<file path="config.mk">
export PLATFORM = sky130hd
export DESIGN_NAME = i2c_master_timing
export DESIGN_NICKNAME = d
export VERILOG_FILES = /design/src/i2c_timing_pkg.sv /design/src/i2c_master_timing.sv /design/src/i2c_tick_gen.sv /design/src/scl_timer.sv
export SDC_FILE = /design/constraint.sdc
export NUM_CORES = 1
export LEC_CHECK = 0
export BUFFER_PORTS_ARGS = -buffer_cell sky130_fd_sc_hd__buf_2
export CAP_MARGIN = 20
export CORE_UTILIZATION = 50
export CTS_BUF_LIST = sky130_fd_sc_hd__clkbuf_16
export DETAILED_ROUTE_END_ITERATION = 8
export GPL_ROUTABILITY_DRIVEN = 0
export HOLD_SLACK_MARGIN = 0.03
export PLACE_DENSITY_LB_ADDON = 0.3
export RECOVER_POWER = 100
export SLEW_MARGIN = 0
export SYNTH_ARGS = -nofsm -noshare
export SYNTH_HDL_FRONTEND = slang
export SYNTH_HIERARCHICAL = 1
export SYNTH_SLANG_ARGS = --single-unit
export TNS_END_PERCENT = 50
</file>
<file path="constraint.sdc">
create_clock -name hclk -period 9.73 [get_ports hclk]
set_input_delay 1.946 -clock hclk [delete_from_list [all_inputs] [get_ports hclk]]
set_output_delay 1.946 -clock hclk [all_outputs]
set_load 0.01 [all_outputs]
</file>
<file path="src/i2c_timing_pkg.sv">
/*
  Shared constants and types for the I2C master timing and data block:
  register offsets, reset values, count floors and offsets, speed codes.
  Assumes a 16-bit view of the register window inside a 32-bit AHB word map.
*/
package i2c_timing_pkg;

  // ---------------------------------------------------------------
  // register offsets (byte addresses)
  // ---------------------------------------------------------------
  localparam logic [15:0] OFS_CONTROL   = 16'h3800;
  localparam logic [15:0] OFS_TARGET    = 16'h3804;
  localparam logic [15:0] OFS_DATA_CMD  = 16'h3810;
  localparam logic [15:0] OFS_HIGH_STD  = 16'h3814;
  localparam logic [15:0] OFS_LOW_STD   = 16'h3818;
  localparam logic [15:0] OFS_HIGH_FAST = 16'h381c;
  localparam logic [15:0] OFS_LOW_FAST  = 16'h3820;
  localparam logic [15:0] OFS_ENABLE    = 16'h386c;
  localparam logic [15:0] OFS_STATUS    = 16'h3870;

  // ---------------------------------------------------------------
  // reset values
  // ---------------------------------------------------------------
  localparam logic [15:0] RST_HIGH_STD   = 16'h0006;
  localparam logic [15:0] RST_LOW_STD    = 16'h0076;
  localparam logic [15:0] RST_HIGH_FAST  = 16'h0006;
  localparam logic [15:0] RST_LOW_FAST   = 16'h0008;
  localparam logic [1:0]  RST_SPEED      = 2'h2;
  localparam logic [6:0]  RST_TARGET     = 7'h55;

  // ---------------------------------------------------------------
  // count floors and period offsets
  // ---------------------------------------------------------------
  localparam logic [15:0] HIGH_MIN    = 16'h0006;
  localparam logic [15:0] LOW_STD_MIN = 16'h0008;
  localparam logic [16:0] HIGH_ADD    = 17'h00008;
  localparam logic [16:0] LOW_ADD     = 17'h00001;

  // ---------------------------------------------------------------
  // field positions and codes
  // ---------------------------------------------------------------
  localparam logic [1:0]  SPEED_STD      = 2'h1;
  localparam logic [1:0]  SPEED_FAST     = 2'h2;
  localparam logic        DIR_WRITE      = 1'b0;
  localparam logic        DIR_READ       = 1'b1;
  localparam int          CMD_DIR_BIT    = 8;
  localparam int          MASTER_EN_BIT  = 0;
  localparam int          SPEED_LSB      = 1;
  localparam int          RESTART_BIT    = 5;
  localparam int          RSVD6_BIT      = 6;
  localparam int          ENABLE_BIT     = 0;
  localparam int          STAT_BUSY_BIT  = 0;
  localparam int          STAT_NACK_BIT  = 1;
  localparam logic [4:0]  LAST_IDX       = 5'h12;
  localparam logic [2:0]  HSIZE_WORD     = 3'h2;

  typedef enum logic [1:0] {
    ST_IDLE  = 2'h0,
    ST_START = 2'h1,
    ST_XFER  = 2'h3,
    ST_STOP  = 2'h2
  } eng_state_t;

endpackage

</file>
<file path="src/i2c_master_timing.sv">
/*
  I2C master data/command port and SCL timing counters behind an AHB-Lite slave.
  One write to the data/command register runs one transfer: start, address
  with direction, one data byte, stop. Assumes open-drain pads outside and
  that software programs the counters while the interface is disabled.
*/
`timescale 1ns/100ps
`default_nettype none

module i2c_master_timing
  import i2c_timing_pkg::*;
#(
  parameter int I2C_DIV = 1
) (
  input  wire logic        hclk,
  input  wire logic        hresetn,
  input  wire logic        hsel,
  input  wire logic [31:0] haddr,
  input  wire logic [1:0]  htrans,
  input  wire logic        hwrite,
  input  wire logic [2:0]  hsize,
  input  wire logic [31:0] hwdata,
  input  wire logic        hready,
  output logic      [31:0] hrdata,
  output logic             hreadyout,
  output logic             hresp,
  output logic             scl_o,
  output logic             scl_oe,
  input  wire logic        sda_i,
  output logic             sda_o,
  output logic             sda_oe
);

  typedef struct packed {
    logic        hready;
    logic [31:0] hrdata;
    logic        wr_pend;
    logic        rd_pend;
    logic [15:0] addr;
    logic        size_ok;
    logic        enable;
    logic        master_en;
    logic        restart_en;
    logic        rsvd6;
    logic [1:0]  speed;
    logic [6:0]  target;
    logic [15:0] high_std;
    logic [15:0] low_std;
    logic [15:0] high_fast;
    logic [15:0] low_fast;
    logic [7:0]  tx_byte;
    logic        dir;
    logic [7:0]  rx_byte;
    logic        nack;
    eng_state_t  state;
    logic [4:0]  idx;
    logic [17:0] frame;
    logic [17:0] rx_shift;
    logic        sda_low;
    logic        run;
    logic        park;
    logic        sda_m;
    logic        sda_s;
  } regs_t;

  localparam regs_t REGS_RST = '{
    hready:     1'b1,
    master_en:  1'b1,
    restart_en: 1'b1,
    rsvd6:      1'b1,
    speed:      RST_SPEED,
    target:     RST_TARGET,
    high_std:   RST_HIGH_STD,
    low_std:    RST_LOW_STD,
    high_fast:  RST_HIGH_FAST,
    low_fast:   RST_LOW_FAST,
    sda_m:      1'b1,
    sda_s:      1'b1,
    state:      ST_IDLE,
    default:    '0
  };

  regs_t       r_ff;
  regs_t       nxt_r;
  logic        tick;
  logic        scl_low;
  logic        fall_p;
  logic        rise_p;
  logic        parked_p;
  logic        fast_sel;
  logic        speed_ok;
  logic [16:0] len_high;
  logic [16:0] len_low;
  logic [31:0] rd_val;

  // ---------------------------------------------------------------
  // timing selection
  // ---------------------------------------------------------------
  assign fast_sel = (r_ff.speed == SPEED_FAST);
  assign speed_ok = (r_ff.speed == SPEED_STD) || fast_sel;
  assign len_high = {1'b0, fast_sel ? r_ff.high_fast : r_ff.high_std} + HIGH_ADD;
  assign len_low  = {1'b0, fast_sel ? r_ff.low_fast : r_ff.low_std} + LOW_ADD;

  i2c_tick_gen #(
    .DIV (I2C_DIV)
  ) u_tick (
    .hclk    (hclk),
    .hresetn (hresetn),
    .tick    (tick)
  );

  scl_timer #(
    .DIV (I2C_DIV)
  ) u_timer (
    .hclk     (hclk),
    .hresetn  (hresetn),
    .tick     (tick),
    .run      (r_ff.run),
    .park     (r_ff.park),
    .len_high (len_high),
    .len_low  (len_low),
    .scl_low  (scl_low),
    .fall_p   (fall_p),
    .rise_p   (rise_p),
    .parked_p (parked_p)
  );

  // ---------------------------------------------------------------
  // read mux
  // ---------------------------------------------------------------
  always_comb begin
    rd_val = 32'h0;
    if (r_ff.addr == OFS_CONTROL) begin
      rd_val[MASTER_EN_BIT]         = r_ff.master_en;
      rd_val[SPEED_LSB +: 2]        = r_ff.speed;
      rd_val[RESTART_BIT]           = r_ff.restart_en;
      rd_val[RSVD6_BIT]             = r_ff.rsvd6;
    end else if (r_ff.addr == OFS_TARGET) begin
      rd_val[6:0] = r_ff.target;
    end else if (r_ff.addr == OFS_DATA_CMD) begin
      rd_val[7:0] = r_ff.rx_byte;
    end else if (r_ff.addr == OFS_HIGH_STD) begin
      rd_val[15:0] = r_ff.high_std;
    end else if (r_ff.addr == OFS_LOW_STD) begin
      rd_val[15:0] = r_ff.low_std;
    end else if (r_ff.addr == OFS_HIGH_FAST) begin
      rd_val[15:0] = r_ff.high_fast;
    end else if (r_ff.addr == OFS_LOW_FAST) begin
      rd_val[15:0] = r_ff.low_fast;
    end else if (r_ff.addr == OFS_ENABLE) begin
      rd_val[ENABLE_BIT] = r_ff.enable;
    end else if (r_ff.addr == OFS_STATUS) begin
      rd_val[STAT_BUSY_BIT] = (r_ff.state != ST_IDLE);
      rd_val[STAT_NACK_BIT] = r_ff.nack;
    end
  end

  // ---------------------------------------------------------------
  // bus slave, registers and transfer engine
  // ---------------------------------------------------------------
  always_comb begin
    nxt_r         = r_ff;
    nxt_r.sda_m   = sda_i;
    nxt_r.sda_s   = r_ff.sda_m;
    nxt_r.wr_pend = 1'b0;
    // reads wait one cycle so a write just before them is already visible
    if (r_ff.rd_pend) begin
      nxt_r.hrdata  = rd_val;
      nxt_r.hready  = 1'b1;
      nxt_r.rd_pend = 1'b0;
    end
    if (hsel && hready && htrans[1]) begin
      nxt_r.addr    = haddr[15:0];
      nxt_r.size_ok = (hsize == HSIZE_WORD);
      nxt_r.wr_pend = hwrite;
      nxt_r.rd_pend = !hwrite;
      nxt_r.hready  = hwrite;
    end
    if (r_ff.wr_pend && r_ff.size_ok) begin
      if (r_ff.addr == OFS_CONTROL) begin
        if (!r_ff.enable) begin
          nxt_r.master_en  = hwdata[MASTER_EN_BIT];
          nxt_r.speed      = hwdata[SPEED_LSB +: 2];
          nxt_r.restart_en = hwdata[RESTART_BIT];
          nxt_r.rsvd6      = hwdata[RSVD6_BIT];
        end
      end else if (r_ff.addr == OFS_TARGET) begin
        if (!r_ff.enable) begin
          nxt_r.target = hwdata[6:0];
        end
      end else if (r_ff.addr == OFS_DATA_CMD) begin
        // a command while busy, disabled or at a reserved speed is dropped
        if (r_ff.enable && r_ff.master_en && speed_ok && r_ff.state == ST_IDLE) begin
          nxt_r.tx_byte  = hwdata[7:0];
          nxt_r.dir      = hwdata[CMD_DIR_BIT];
          nxt_r.frame    = {r_ff.target, hwdata[CMD_DIR_BIT], 1'b1,
                            (hwdata[CMD_DIR_BIT] == DIR_READ) ? 8'hff : hwdata[7:0], 1'b1};
          nxt_r.sda_low  = 1'b1;
          nxt_r.run      = 1'b1;
          nxt_r.nack     = 1'b0;
          nxt_r.rx_shift = '0;
          nxt_r.idx      = '0;
          nxt_r.state    = ST_START;
        end
      end else if (r_ff.addr == OFS_HIGH_STD) begin
        if (!r_ff.enable) begin
          nxt_r.high_std = (hwdata[15:0] < HIGH_MIN) ? HIGH_MIN : hwdata[15:0];
        end
      end else if (r_ff.addr == OFS_LOW_STD) begin
        if (!r_ff.enable) begin
          nxt_r.low_std = (hwdata[15:0] < LOW_STD_MIN) ? LOW_STD_MIN : hwdata[15:0];
        end
      end else if (r_ff.addr == OFS_HIGH_FAST) begin
        if (!r_ff.enable) begin
          nxt_r.high_fast = (hwdata[15:0] < HIGH_MIN) ? HIGH_MIN : hwdata[15:0];
        end
      end else if (r_ff.addr == OFS_LOW_FAST) begin
        if (!r_ff.enable) begin
          nxt_r.low_fast = hwdata[15:0];
        end
      end else if (r_ff.addr == OFS_ENABLE) begin
        nxt_r.enable = hwdata[ENABLE_BIT];
      end
    end
    // first high phase with sda low is the start hold time
    case (r_ff.state)
      ST_IDLE: begin
      end
      ST_START: begin
        if (fall_p) begin
          nxt_r.sda_low = ~r_ff.frame[17];
          nxt_r.frame   = {r_ff.frame[16:0], 1'b0};
          nxt_r.idx     = 5'h1;
          nxt_r.state   = ST_XFER;
        end
      end
      ST_XFER: begin
        if (fall_p) begin
          nxt_r.rx_shift = {r_ff.rx_shift[16:0], r_ff.sda_s};
          if (r_ff.idx == LAST_IDX) begin
            nxt_r.sda_low = 1'b1;
            nxt_r.park    = 1'b1;
            nxt_r.state   = ST_STOP;
          end else begin
            nxt_r.sda_low = ~r_ff.frame[17];
            nxt_r.frame   = {r_ff.frame[16:0], 1'b0};
            nxt_r.idx     = r_ff.idx + 5'h1;
          end
        end
      end
      ST_STOP: begin
        if (parked_p) begin
          nxt_r.sda_low = 1'b0;
          nxt_r.run     = 1'b0;
          nxt_r.park    = 1'b0;
          nxt_r.state   = ST_IDLE;
          nxt_r.nack    = r_ff.rx_shift[9] | ((r_ff.dir == DIR_WRITE) & r_ff.rx_shift[0]);
          if (r_ff.dir == DIR_READ) begin
            nxt_r.rx_byte = r_ff.rx_shift[8:1];
          end
        end
      end
      default: begin
        nxt_r.state = ST_IDLE;
      end
    endcase
  end

  always_ff @(posedge hclk or negedge hresetn) begin
    if (!hresetn) begin
      r_ff <= REGS_RST;
    end else begin
      r_ff <= nxt_r;
    end
  end

  // no clock stretching: scl is only ever pulled low, never sensed
  assign hrdata    = r_ff.hrdata;
  assign hreadyout = r_ff.hready;
  assign hresp     = 1'b0;
  assign scl_o     = 1'b0;
  assign scl_oe    = scl_low;
  assign sda_o     = 1'b0;
  assign sda_oe    = r_ff.sda_low;
endmodule
`default_nettype wire

</file>
<file path="src/i2c_tick_gen.sv">
/*
  Divided I2C clock: a one-cycle tick every DIV cycles of hclk.
  Assumes DIV is at least 1 and fits the counter width.
*/
`timescale 1ns/100ps
`default_nettype none
module i2c_tick_gen #(
  parameter int DIV = 1,
  parameter int CW  = 8
) (
  input  wire logic hclk,
  input  wire logic hresetn,
  output logic      tick
);

  typedef struct packed {
    logic [CW-1:0] cnt;
    logic          tick;
  } tick_regs_t;

  localparam logic [CW-1:0] DIV_LAST = CW'(DIV - 1);

  tick_regs_t r_ff;
  tick_regs_t nxt_r;

  always_comb begin
    nxt_r = r_ff;
    if (r_ff.cnt == DIV_LAST) begin
      nxt_r.cnt  = '0;
      nxt_r.tick = 1'b1;
    end else begin
      nxt_r.cnt  = r_ff.cnt + CW'(1);
      nxt_r.tick = 1'b0;
    end
  end

  always_ff @(posedge hclk or negedge hresetn) begin
    if (!hresetn) begin
      r_ff <= '0;
    end else begin
      r_ff <= nxt_r;
    end
  end

  assign tick = r_ff.tick;

endmodule
`default_nettype wire

</file>
<file path="src/scl_timer.sv">
/*
  SCL period generator: counts high and low phases in divided-clock ticks.
  Assumes run is held for a whole transfer and lengths stay stable meanwhile.
*/
`timescale 1ns/100ps
`default_nettype none
module scl_timer #(
  parameter int DIV = 1
) (
  input  wire logic        hclk,
  input  wire logic        hresetn,
  input  wire logic        tick,
  input  wire logic        run,
  input  wire logic        park,
  input  wire logic [16:0] len_high,
  input  wire logic [16:0] len_low,
  output logic             scl_low,
  output logic             fall_p,
  output logic             rise_p,
  output logic             parked_p
);

  typedef struct packed {
    logic        low;
    logic        parked;
    logic [16:0] cnt;
    logic        fall;
    logic        rise;
    logic        done;
  } tmr_regs_t;

  tmr_regs_t r_ff;
  tmr_regs_t nxt_r;

  always_comb begin
    nxt_r      = r_ff;
    nxt_r.fall = 1'b0;
    nxt_r.rise = 1'b0;
    nxt_r.done = 1'b0;
    if (!run) begin
      nxt_r.low    = 1'b0;
      nxt_r.parked = 1'b0;
      nxt_r.cnt    = '0;
    end else if (tick && !r_ff.parked) begin
      if (!r_ff.low) begin
        if (r_ff.cnt == len_high - 17'h1) begin
          nxt_r.cnt = '0;
          // parking keeps scl high so the stop condition can follow
          if (park) begin
            nxt_r.parked = 1'b1;
            nxt_r.done   = 1'b1;
          end else begin
            nxt_r.low  = 1'b1;
            nxt_r.fall = 1'b1;
          end
        end else begin
          nxt_r.cnt = r_ff.cnt + 17'h1;
        end
      end else if (r_ff.cnt == len_low - 17'h1) begin
        nxt_r.cnt  = '0;
        nxt_r.low  = 1'b0;
        nxt_r.rise = 1'b1;
      end else begin
        nxt_r.cnt = r_ff.cnt + 17'h1;
      end
    end
  end

  always_ff @(posedge hclk or negedge hresetn) begin
    if (!hresetn) begin
      r_ff <= '0;
    end else begin
      r_ff <= nxt_r;
    end
  end

  assign scl_low  = r_ff.low;
  assign fall_p   = r_ff.fall;
  assign rise_p   = r_ff.rise;
  assign parked_p = r_ff.done;

  // ---------------------------------------------------------------
  // period checks
  // ---------------------------------------------------------------
  logic [31:0] cyc_ff;
  logic        seen_rise_ff;

  always_ff @(posedge hclk or negedge hresetn) begin
    if (!hresetn) begin
      cyc_ff       <= 32'h0;
      seen_rise_ff <= 1'b0;
    end else begin
      cyc_ff       <= (r_ff.fall || r_ff.rise) ? 32'h1 : cyc_ff + 32'h1;
      seen_rise_ff <= run && (seen_rise_ff || r_ff.rise);
    end
  end
endmodule
`default_nettype wire
</file>
==> impl_metrics.ini, run 1 <==
[sta]
fmax_mhz = 153
rsz0062_at_grt = false
skew_ns = 0.0186
tns_ns = 0
worst_pin_slew_ns = 3.99
final-hold-violation-count = 0
fin_hold_ws_ns = 0.359
report.final.slew_viol_count = 132
min_period_ns = 6.52
finalSetupViolCount = 0
post-route-period-util = 0.671
slew_headroom = -1.66

[clocking]
root_buffer = clkbuf_16
cts_resized = 0
holdBufCountCts = 0
cts_max_level = 4
cts_tree = yes
cts_setup_buffers = 0
cts.sinks = 193
clk_pin_slew_ns = 0.08
clkLatencyLatePin_ns = 0.45
cts_made_buffers = 17
clk_path_buf_depth = 2

[drt]
drc = 0
viasPerCell = 6.03
dr.pass1.iters = 5
post_drt_wl_per_cell_um = 18.8
drt_iter0_drc = 835
antenna_left = 0
vias = 9386
totalWireLength_mm = 29.3

[critical_path]
crit_top_cell = ha_1
r2r-start = r_ff[138]
start_kind = flop
cp_slowest_cell = nand4b_1
worstPathMaxFanout = 71
path_cells = ha_1, buf_4, mux2_2, ha_1, inv_1, a211oi_1, nand2_1, xor2_1, mux2i_1, or4_1, nor4_1, nor3b_1, xnor2_1, nor4b_1, nand4b_1, a41oi_1, a31oi_1
crit_type = reg2reg
worstPathArrival_ns = 6.83
end_kind = flop
crit_start = r_ff[138]
max_stage_delay_ns = 1.06
worstPathRequired_ns = 10.03

[synth]
syn_avg_cell_area_um2 = 9.62
syn-cell-area_um2 = 11800
synth_cells = 1228
yosysWarnings = 6

[outcome]
violations = capacitance limit, slew limit
outcome = complete, but fails checks

[power_and_ir_drop]
p_per_area_nw_per_um2 = 150
p_sw_mw = 0.539
p_comb_frac = 0.125
swShare = 0.289
power.share.clock = 0.401
peakVddDrop_v = 0.000127
p_leak_nw = 4.94
p_int_mw = 1.33
seq_power_share = 0.474
p_total_mw = 1.87

[die]
die_width_um = 156
die_h_um = 156
dieArea_um2 = 24300
io_pins = 113
rows = 55
initial_core_util = 0.516
core_um2 = 22900

[worst_hold_path]
hold_path_class = reg2reg
min-delay-start = nxt_r[0]

[global_route]
grt_pass1_vias = 8830
grt_pass1_wl_mm = 47.3
antenna_found_initial = 1
globalRouteOverflowTotal = 0
grt_util_met1 = 0.351
grt_max_degree = 121
met2_usage = 0.399
grt_most_used_layer = met2
grt_util_met3 = 0.0372
gr-usage-all-layers = 0.250

[flow_run]
maxCapViolations = 4

[placed_design]
place_area_um2 = 12000
dp_hpwl_mm = 20.1
io_buffers = 60

[final_layout]
n_fill_cell = 2094
multi_input_area_um2 = 6140
drive_gt1_frac = 0.172
area_delta_synth_final_pct = 5.54
nets = 1316
final_area_um2 = 12500
seq_area_um2 = 4860
antenna_cells = 0
-- sequential cells by signal, indices dropped and copies added (netlist names) --
register / cells
u_tick/tick: 1
hrdata: 16
u_tick/r_ff: 8
u_timer/scl_low: 1
nxt_r: 1
sda_oe: 1
hreadyout: 1
u_timer/fall_p: 1
r_ff: 144
u_timer/parked_p: 1
u_timer/r_ff: 18
-- power groups by stage --
stage          clock [mW]  sequential [mW]  combinational, mW
2_1_floorplan           0            0.876              0.192
6_report            0.748            0.885              0.233
4_1_cts             0.762            0.883              0.240
5_1_grt             0.797            0.889              0.256
3_5_place_dp            0            0.899              0.238
3_3_place_gp            0            0.898              0.235
-- worst max-delay path: cells and delay by family (launching register included) --
family,cells,cell delay (ns)
flip-flops,1,0.56
XOR/XNOR,2,0.32
adder cells (fa/ha/maj),2,0.36
multiplexers,2,0.45
AO/OA/AOI/OAI,3,1.14
buffers and inverters,2,0.71
AND/OR/NAND/NOR,6,2.83
-- final cells by class --
class | instances | area share
Inverter | 26 | 0.00783
Timing Repair Buffer | 73 | 0.0292
Clock inverter | 15 | 0.0160
Tap cell | 313 | 0.0314
Clock buffer | 17 | 0.0341
Sequential cell | 193 | 0.389
Multi-Input combinational cell | 920 | 0.492
-- stage by stage --
| stage | std cells | utilization | setup WS, ns |
|---|---|---|---|
| 3_3_place_gp | 1524 | 0.525 | 3.85 |
| 6_report | 1557 | 0.544 | 3.21 |
| 3_5_place_dp | 1525 | 0.526 | 3.69 |
| 2_1_floorplan | 1246 | - | 4.57 |
| 4_1_cts | 1557 | 0.553 | 3.68 |
| 5_1_grt | 1557 | 0.544 | 2.65 |
-- routing by layer --
metal  vias up  wire length (µm)
met4         2               596
li1       4393                 -
met2       312             13700
met1      4628             13500
met3        51              1490
met5         -                10
-- placed cells by master, fill, tap and decap left out, drive strengths merged, types with 8 or more instances in the layout --
master,n
dfrtp,172
nand2,137
mux2,96
nor2,87
o21ai,63
nand3,62
buf,48
a21oi,45
xnor2,44
clkbuf,42
xor2,38
inv,36
mux2i,33
nor3,29
dfstp,21
conb,19
a31oi,18
o31ai,16
nor4,16
nand4,15
and3,15
nand2b,12
ha,10
nand3b,9
a41oi,9
or4,9
o22a,8
and2,8
-- path summary, 6_finish.rpt --
check / endpoint / slack, ns / cells past startpoint
worst max-delay path: u_timer/r_ff[16] / 3.21 / 17
worst max register to register: u_timer/r_ff[16] / 3.21 / 17
max in group asynchronous: r_ff[88] / 3.70 / 2
min in group asynchronous: r_ff[158] / 1.62 / 1
worst min register to register: r_ff[0] / 0.36 / 0
worst min-delay path: r_ff[0] / 0.36 / 0
Power figures use the tool's default switching activity.
==> run 2, diff against run 1 <==
==> constraint.sdc (replaced) <==
create_clock -name hclk -period 5.2 [get_ports hclk]
set_input_delay 1.04 -clock hclk [delete_from_list [all_inputs] [get_ports hclk]]
set_output_delay 1.04 -clock hclk [all_outputs]
set_load 0.01 [all_outputs]
==> run 2 against run 1 <==
Net effect:
- the flow still finishes with violations (capacitance limit, slew limit)
- global-route usage barely moved
- worst setup slack got worse by 2.9 ns
- routed wire length barely moved
==> impl_metrics.ini, run 2 (same netlist as run 1, synthesis figures left out) <==
[global_route]
grt_max_degree = 118
grt_pass1_vias = 8758
globalRouteOverflowTotal = 0
grt_pass1_wl_mm = 47.1
antenna_found_initial = 0
gr-usage-all-layers = 0.250

[final_layout]
drive_gt1_frac = 0.184
largest_reg_flops = 144
layout.cells.non_filler = 1566
regMostFlops = r_ff
antenna_cells = 0
nets = 1325
layout.cells.most_common_list = 172 x dfrtp_1, 137 x nand2_1, 91 x mux2_2, 82 x nor2_1, 62 x nand3_1
final_common_cell = dfrtp_1
area_delta_synth_final_pct = 6.46
final_util = 0.549

[sta]
worst_pin_slew_ns = 2.89
tns_ns = 0
skew_ns = 0.0134
fmax_mhz = 206
worst_slack_ns = 0.343
report.final.slew_viol_count = 128
post-route-period-util = 0.934
slew_headroom = -0.925
min_period_ns = 4.86
finalSetupViolCount = 0
final-hold-violation-count = 0
rsz0062_at_grt = false

[clocking]
cts_resized = 0
cts.sinks = 193
clk_pin_slew_ns = 0.07
cts_max_level = 4
cts_made_buffers = 17
holdBufCountCts = 0
root_buffer = clkbuf_16
cts_tree = yes
clkLatencyLatePin_ns = 0.45
clk_path_buf_depth = 2
cts_setup_buffers = 0

[die]
die_width_um = 156
rows = 55
die_h_um = 156
initial_core_util = 0.516
core_um2 = 22900
io_pins = 113
dieArea_um2 = 24300

[drt]
post_drt_wl_per_cell_um = 18.7
drt_iter0_drc = 830
vias = 9400
totalWireLength_mm = 29.3
antenna_left = 0
drc = 0
dr.pass1.iters = 5
viasPerCell = 6.00

[power_and_ir_drop]
power.share.clock = 0.399
p_leak_nw = 5.00
swShare = 0.290
p_comb_frac = 0.127
seq_power_share = 0.474
peakVddDrop_v = 0.000185
p_int_mw = 2.48
p_sw_mw = 1.01
p_per_area_nw_per_um2 = 278

[placed_design]
io_buffers = 60
place_inst = 1532
dp_hpwl_mm = 20.4
pre_cts_ws_ns = 0.373

[outcome]
outcome = complete, but fails checks
violations = capacitance limit, slew limit

[critical_path]
worstPathMaxFanout = 31
timing.rr.end = u_timer/r_ff[5]
worstRegToRegCells = 17
crit_type = reg2reg
worstPathRequired_ns = 5.50
crit_start = r_ff[138]
crit_path_end = u_timer/r_ff[5]
worstPathArrival_ns = 5.16
end_kind = flop
start_kind = flop
r2r-start = r_ff[138]
rrSetupSlack_ns = 0.34

[flow_run]
maxCapViolations = 2

[worst_hold_path]
hold_path_class = reg2reg
run 2: worst min-delay path by stage:
| stage | slack [ns] | end | cells after the start | start |
|---|---|---|---|---|
| 2_1_floorplan | 0.35 | r_ff[0] | 0 | nxt_r[0] |
| 3_3_place_gp | 0.35 | r_ff[0] | 0 | nxt_r[0] |
| 6_report | 0.36 | r_ff[0] | 0 | nxt_r[0] |
| 4_1_cts | 0.36 | r_ff[0] | 0 | nxt_r[0] |
| 5_1_grt | 0.36 | r_ff[0] | 0 | nxt_r[0] |
| 3_5_place_dp | 0.35 | r_ff[0] | 0 | nxt_r[0] |
run 2: area by class of cell:
cell class | instances | area, µm²
multi-input cells | 920 | 6180
fillers | 2088 | 10300
well taps | 313 | 392
inverters | 26 | 97.6
repair buffers | 82 | 428
flip-flops and latches | 193 | 4860
clock buffers | 17 | 425
clock inverters | 15 | 199
run 2: stage by stage:
stage | cell area, µm² | power (mW) | hold WS [ns]
floorplan | 11900 | 2.00 | 0.345
global placement | 12100 | 2.12 | 0.347
detailed placement | 12100 | 2.13 | 0.350
CTS | 12700 | 3.52 | 0.360
global route | 12600 | 3.64 | 0.362
finish | 12600 | 3.49 | 0.358
run 2: layer usage:
layer / vias up / routed length, µm / track usage
li1: 4401 / - / -
met1: 4617 / 13200 / 0.345
met2: 327 / 13700 / 0.395
met3: 55 / 1710 / 0.0425
met4: 0 / 716 / 0.0882
met5: - / 0 / 0
run 2: critical path, cell delays in order (launching register included):
cell and delay (ns):
dfstp_2 0.56, ha_2 0.44, mux2_2 0.24, ha_1 0.19, inv_1 0.08, a211oi_2 0.31
nand2_1 0.11, xor2_1 0.15, mux2i_1 0.15, or4_1 0.58, nor4_1 0.35, nor3b_1 0.29
xnor2_1 0.18, nor4b_2 0.39, nand4b_2 0.14, buf_4 0.26, a41oi_1 0.25, a31oi_1 0.06
run 2: power groups by stage:
stage	clock, mW	combinational [mW]	sequential, mW
3_5_place_dp	0	0.453	1.68
5_1_grt	1.48	0.490	1.66
3_3_place_gp	0	0.445	1.68
6_report	1.39	0.445	1.66
4_1_cts	1.41	0.456	1.65
2_1_floorplan	0	0.359	1.64
==> run 3, diff against run 2 <==
--- a/config.mk
+++ b/config.mk
@@ -7,6 +7,7 @@
 export LEC_CHECK = 0
 export BUFFER_PORTS_ARGS = -buffer_cell sky130_fd_sc_hd__buf_2
 export CAP_MARGIN = 20
+export CORE_MARGIN = 3
 export CORE_UTILIZATION = 50
 export CTS_BUF_LIST = sky130_fd_sc_hd__clkbuf_16
 export DETAILED_ROUTE_END_ITERATION = 8
==> run 3 against run 2 <==
Net effect:
- the flow still finishes with violations (capacitance limit, slew limit)
- flip-flop and latch count is the same
- utilization grew 0.13 points
- clock-buffer cell count is the same
- critical endpoint is now r_ff[34]
==> impl_metrics.ini, run 3 (same netlist as run 1, synthesis figures left out) <==
[global_route]
grt_util_met1 = 0.320
grt_pass1_wl_mm = 48.4
grt_most_used_layer = met2
globalRouteOverflowTotal = 0
antenna_found_initial = 1
grt_util_met3 = 0.0371
grt_pass1_vias = 9019
met2_usage = 0.378
gr-usage-all-layers = 0.233
grt_max_degree = 106

[clocking]
cts.sinks = 193
holdBufCountCts = 0
root_buffer = clkbuf_16
clk_pin_slew_ns = 0.08
cts_tree = yes
clk_path_buf_depth = 2
cts_resized = 0
clkLatencyLatePin_ns = 0.45
cts_max_level = 4
cts_setup_buffers = 0
cts_made_buffers = 17

[power_and_ir_drop]
p_per_area_nw_per_um2 = 279
p_sw_mw = 1.03
power.share.clock = 0.401
p_comb_frac = 0.127
seq_power_share = 0.472
swShare = 0.293
p_int_mw = 2.48
p_total_mw = 3.51
peakVddDrop_v = 0.000248
p_leak_nw = 5.03

[sta]
skew_ns = 0.00983
finalSetupViolCount = 0
worst_pin_slew_ns = 3.93
slew_headroom = -1.62
fmax_mhz = 207
rsz0062_at_grt = false
final-hold-violation-count = 0
fin_hold_ws_ns = 0.360
report.final.slew_viol_count = 101
post-route-period-util = 0.930
worst_slack_ns = 0.364
tns_ns = 0
min_period_ns = 4.84

[final_layout]
largest_reg_flops = 144
area_delta_synth_final_pct = 6.70
drive_gt1_frac = 0.181
n_fill_cell = 2051
final_util = 0.550
seq_area_um2 = 4860
layout.cells.most_common_list = 172 x dfrtp_1, 137 x nand2_1, 90 x mux2_2, 82 x nor2_1, 62 x nand3_1
antenna_cells = 0
final_common_cell = dfrtp_1
nets = 1325
multi_input_area_um2 = 6200
regMostFlops = r_ff

[die]
dieArea_um2 = 25500
die_width_um = 160
rows = 55
die_h_um = 160
initial_core_util = 0.516
core_um2 = 22900
io_pins = 113

[outcome]
outcome = complete, but fails checks
violations = capacitance limit, slew limit

[critical_path]
r2r-start = r_ff[147]
worstPathMaxFanout = 19
worstPathRequired_ns = 5.52
rrSetupSlack_ns = 0.36
worstRegToRegCells = 6
crit_type = reg2reg
timing.rr.end = r_ff[34]
end_kind = flop
start_kind = flop
crit_start = r_ff[147]
worstPathArrival_ns = 5.15

[drt]
totalWireLength_mm = 30.0
drt_iter0_drc = 856
antenna_left = 0
vias = 9508
drc = 0
viasPerCell = 6.07
dr.pass1.iters = 5
post_drt_wl_per_cell_um = 19.2

[worst_hold_path]
min-delay-start = nxt_r[0]
holdPathEnd = r_ff[0]
holdPathStages = 0
hold_path_class = reg2reg

[placed_design]
pre_cts_ws_ns = 0.387
io_buffers = 60
dp_hpwl_mm = 20.7

[flow_run]
maxCapViolations = 2
run 3: worst max-delay path by stage:
stage                  endpoint  slack [ns]  cells after the start
2_1_floorplan   u_timer/r_ff[9]        0.04                     22
3_3_place_gp    u_timer/r_ff[5]        0.42                     14
3_5_place_dp    u_timer/r_ff[8]        0.39                     14
4_1_cts        u_timer/r_ff[14]        0.35                     14
5_1_grt                r_ff[34]        0.08                      6
6_report               r_ff[34]        0.36                      6
run 3: power groups by stage:
stage	Sequential, mW	Clock (mW)	Combinational (mW)
3_5_place_dp	1.68	0	0.453
2_1_floorplan	1.64	0	0.359
5_1_grt	1.67	1.49	0.490
4_1_cts	1.65	1.44	0.457
3_3_place_gp	1.68	0	0.442
6_report	1.66	1.41	0.447
run 3: stage by stage:
| stage | cells | area, µm² |
|---|---|---|
| 5_1_grt | 1566 | 12600 |
| 2_1_floorplan | 1246 | 11900 |
| 4_1_cts | 1565 | 12700 |
| 6_report | 1566 | 12600 |
| 3_5_place_dp | 1533 | 12100 |
| 3_3_place_gp | 1532 | 12100 |
run 3: metal layers:
metal / routed length, µm / share of wire / vias to the layer above
met5: 7 / 0.00023 / -
met4: 659 / 0.022 / 2
met3: 1850 / 0.062 / 62
met2: 14200 / 0.47 / 354
met1: 13300 / 0.44 / 4695
li1: - / - / 4395
run 3: final cells by class:
class,instances,share of cell area
inverters,26,0.00774
clock buffers,17,0.0337
clock inverters,15,0.0156
well taps,313,0.0311
multi-input cells,920,0.492
flip-flops and latches,193,0.385
repair buffers,82,0.0351
run 3: critical path: stages, from the launching register on:
cell and delay, ns:
dfrtp_1 0.63, or4_1 0.74, nor4_1 1.32, and2_0 0.93, clkbuf_1 0.72, mux2i_1 0.27, o21ai_1 0.08
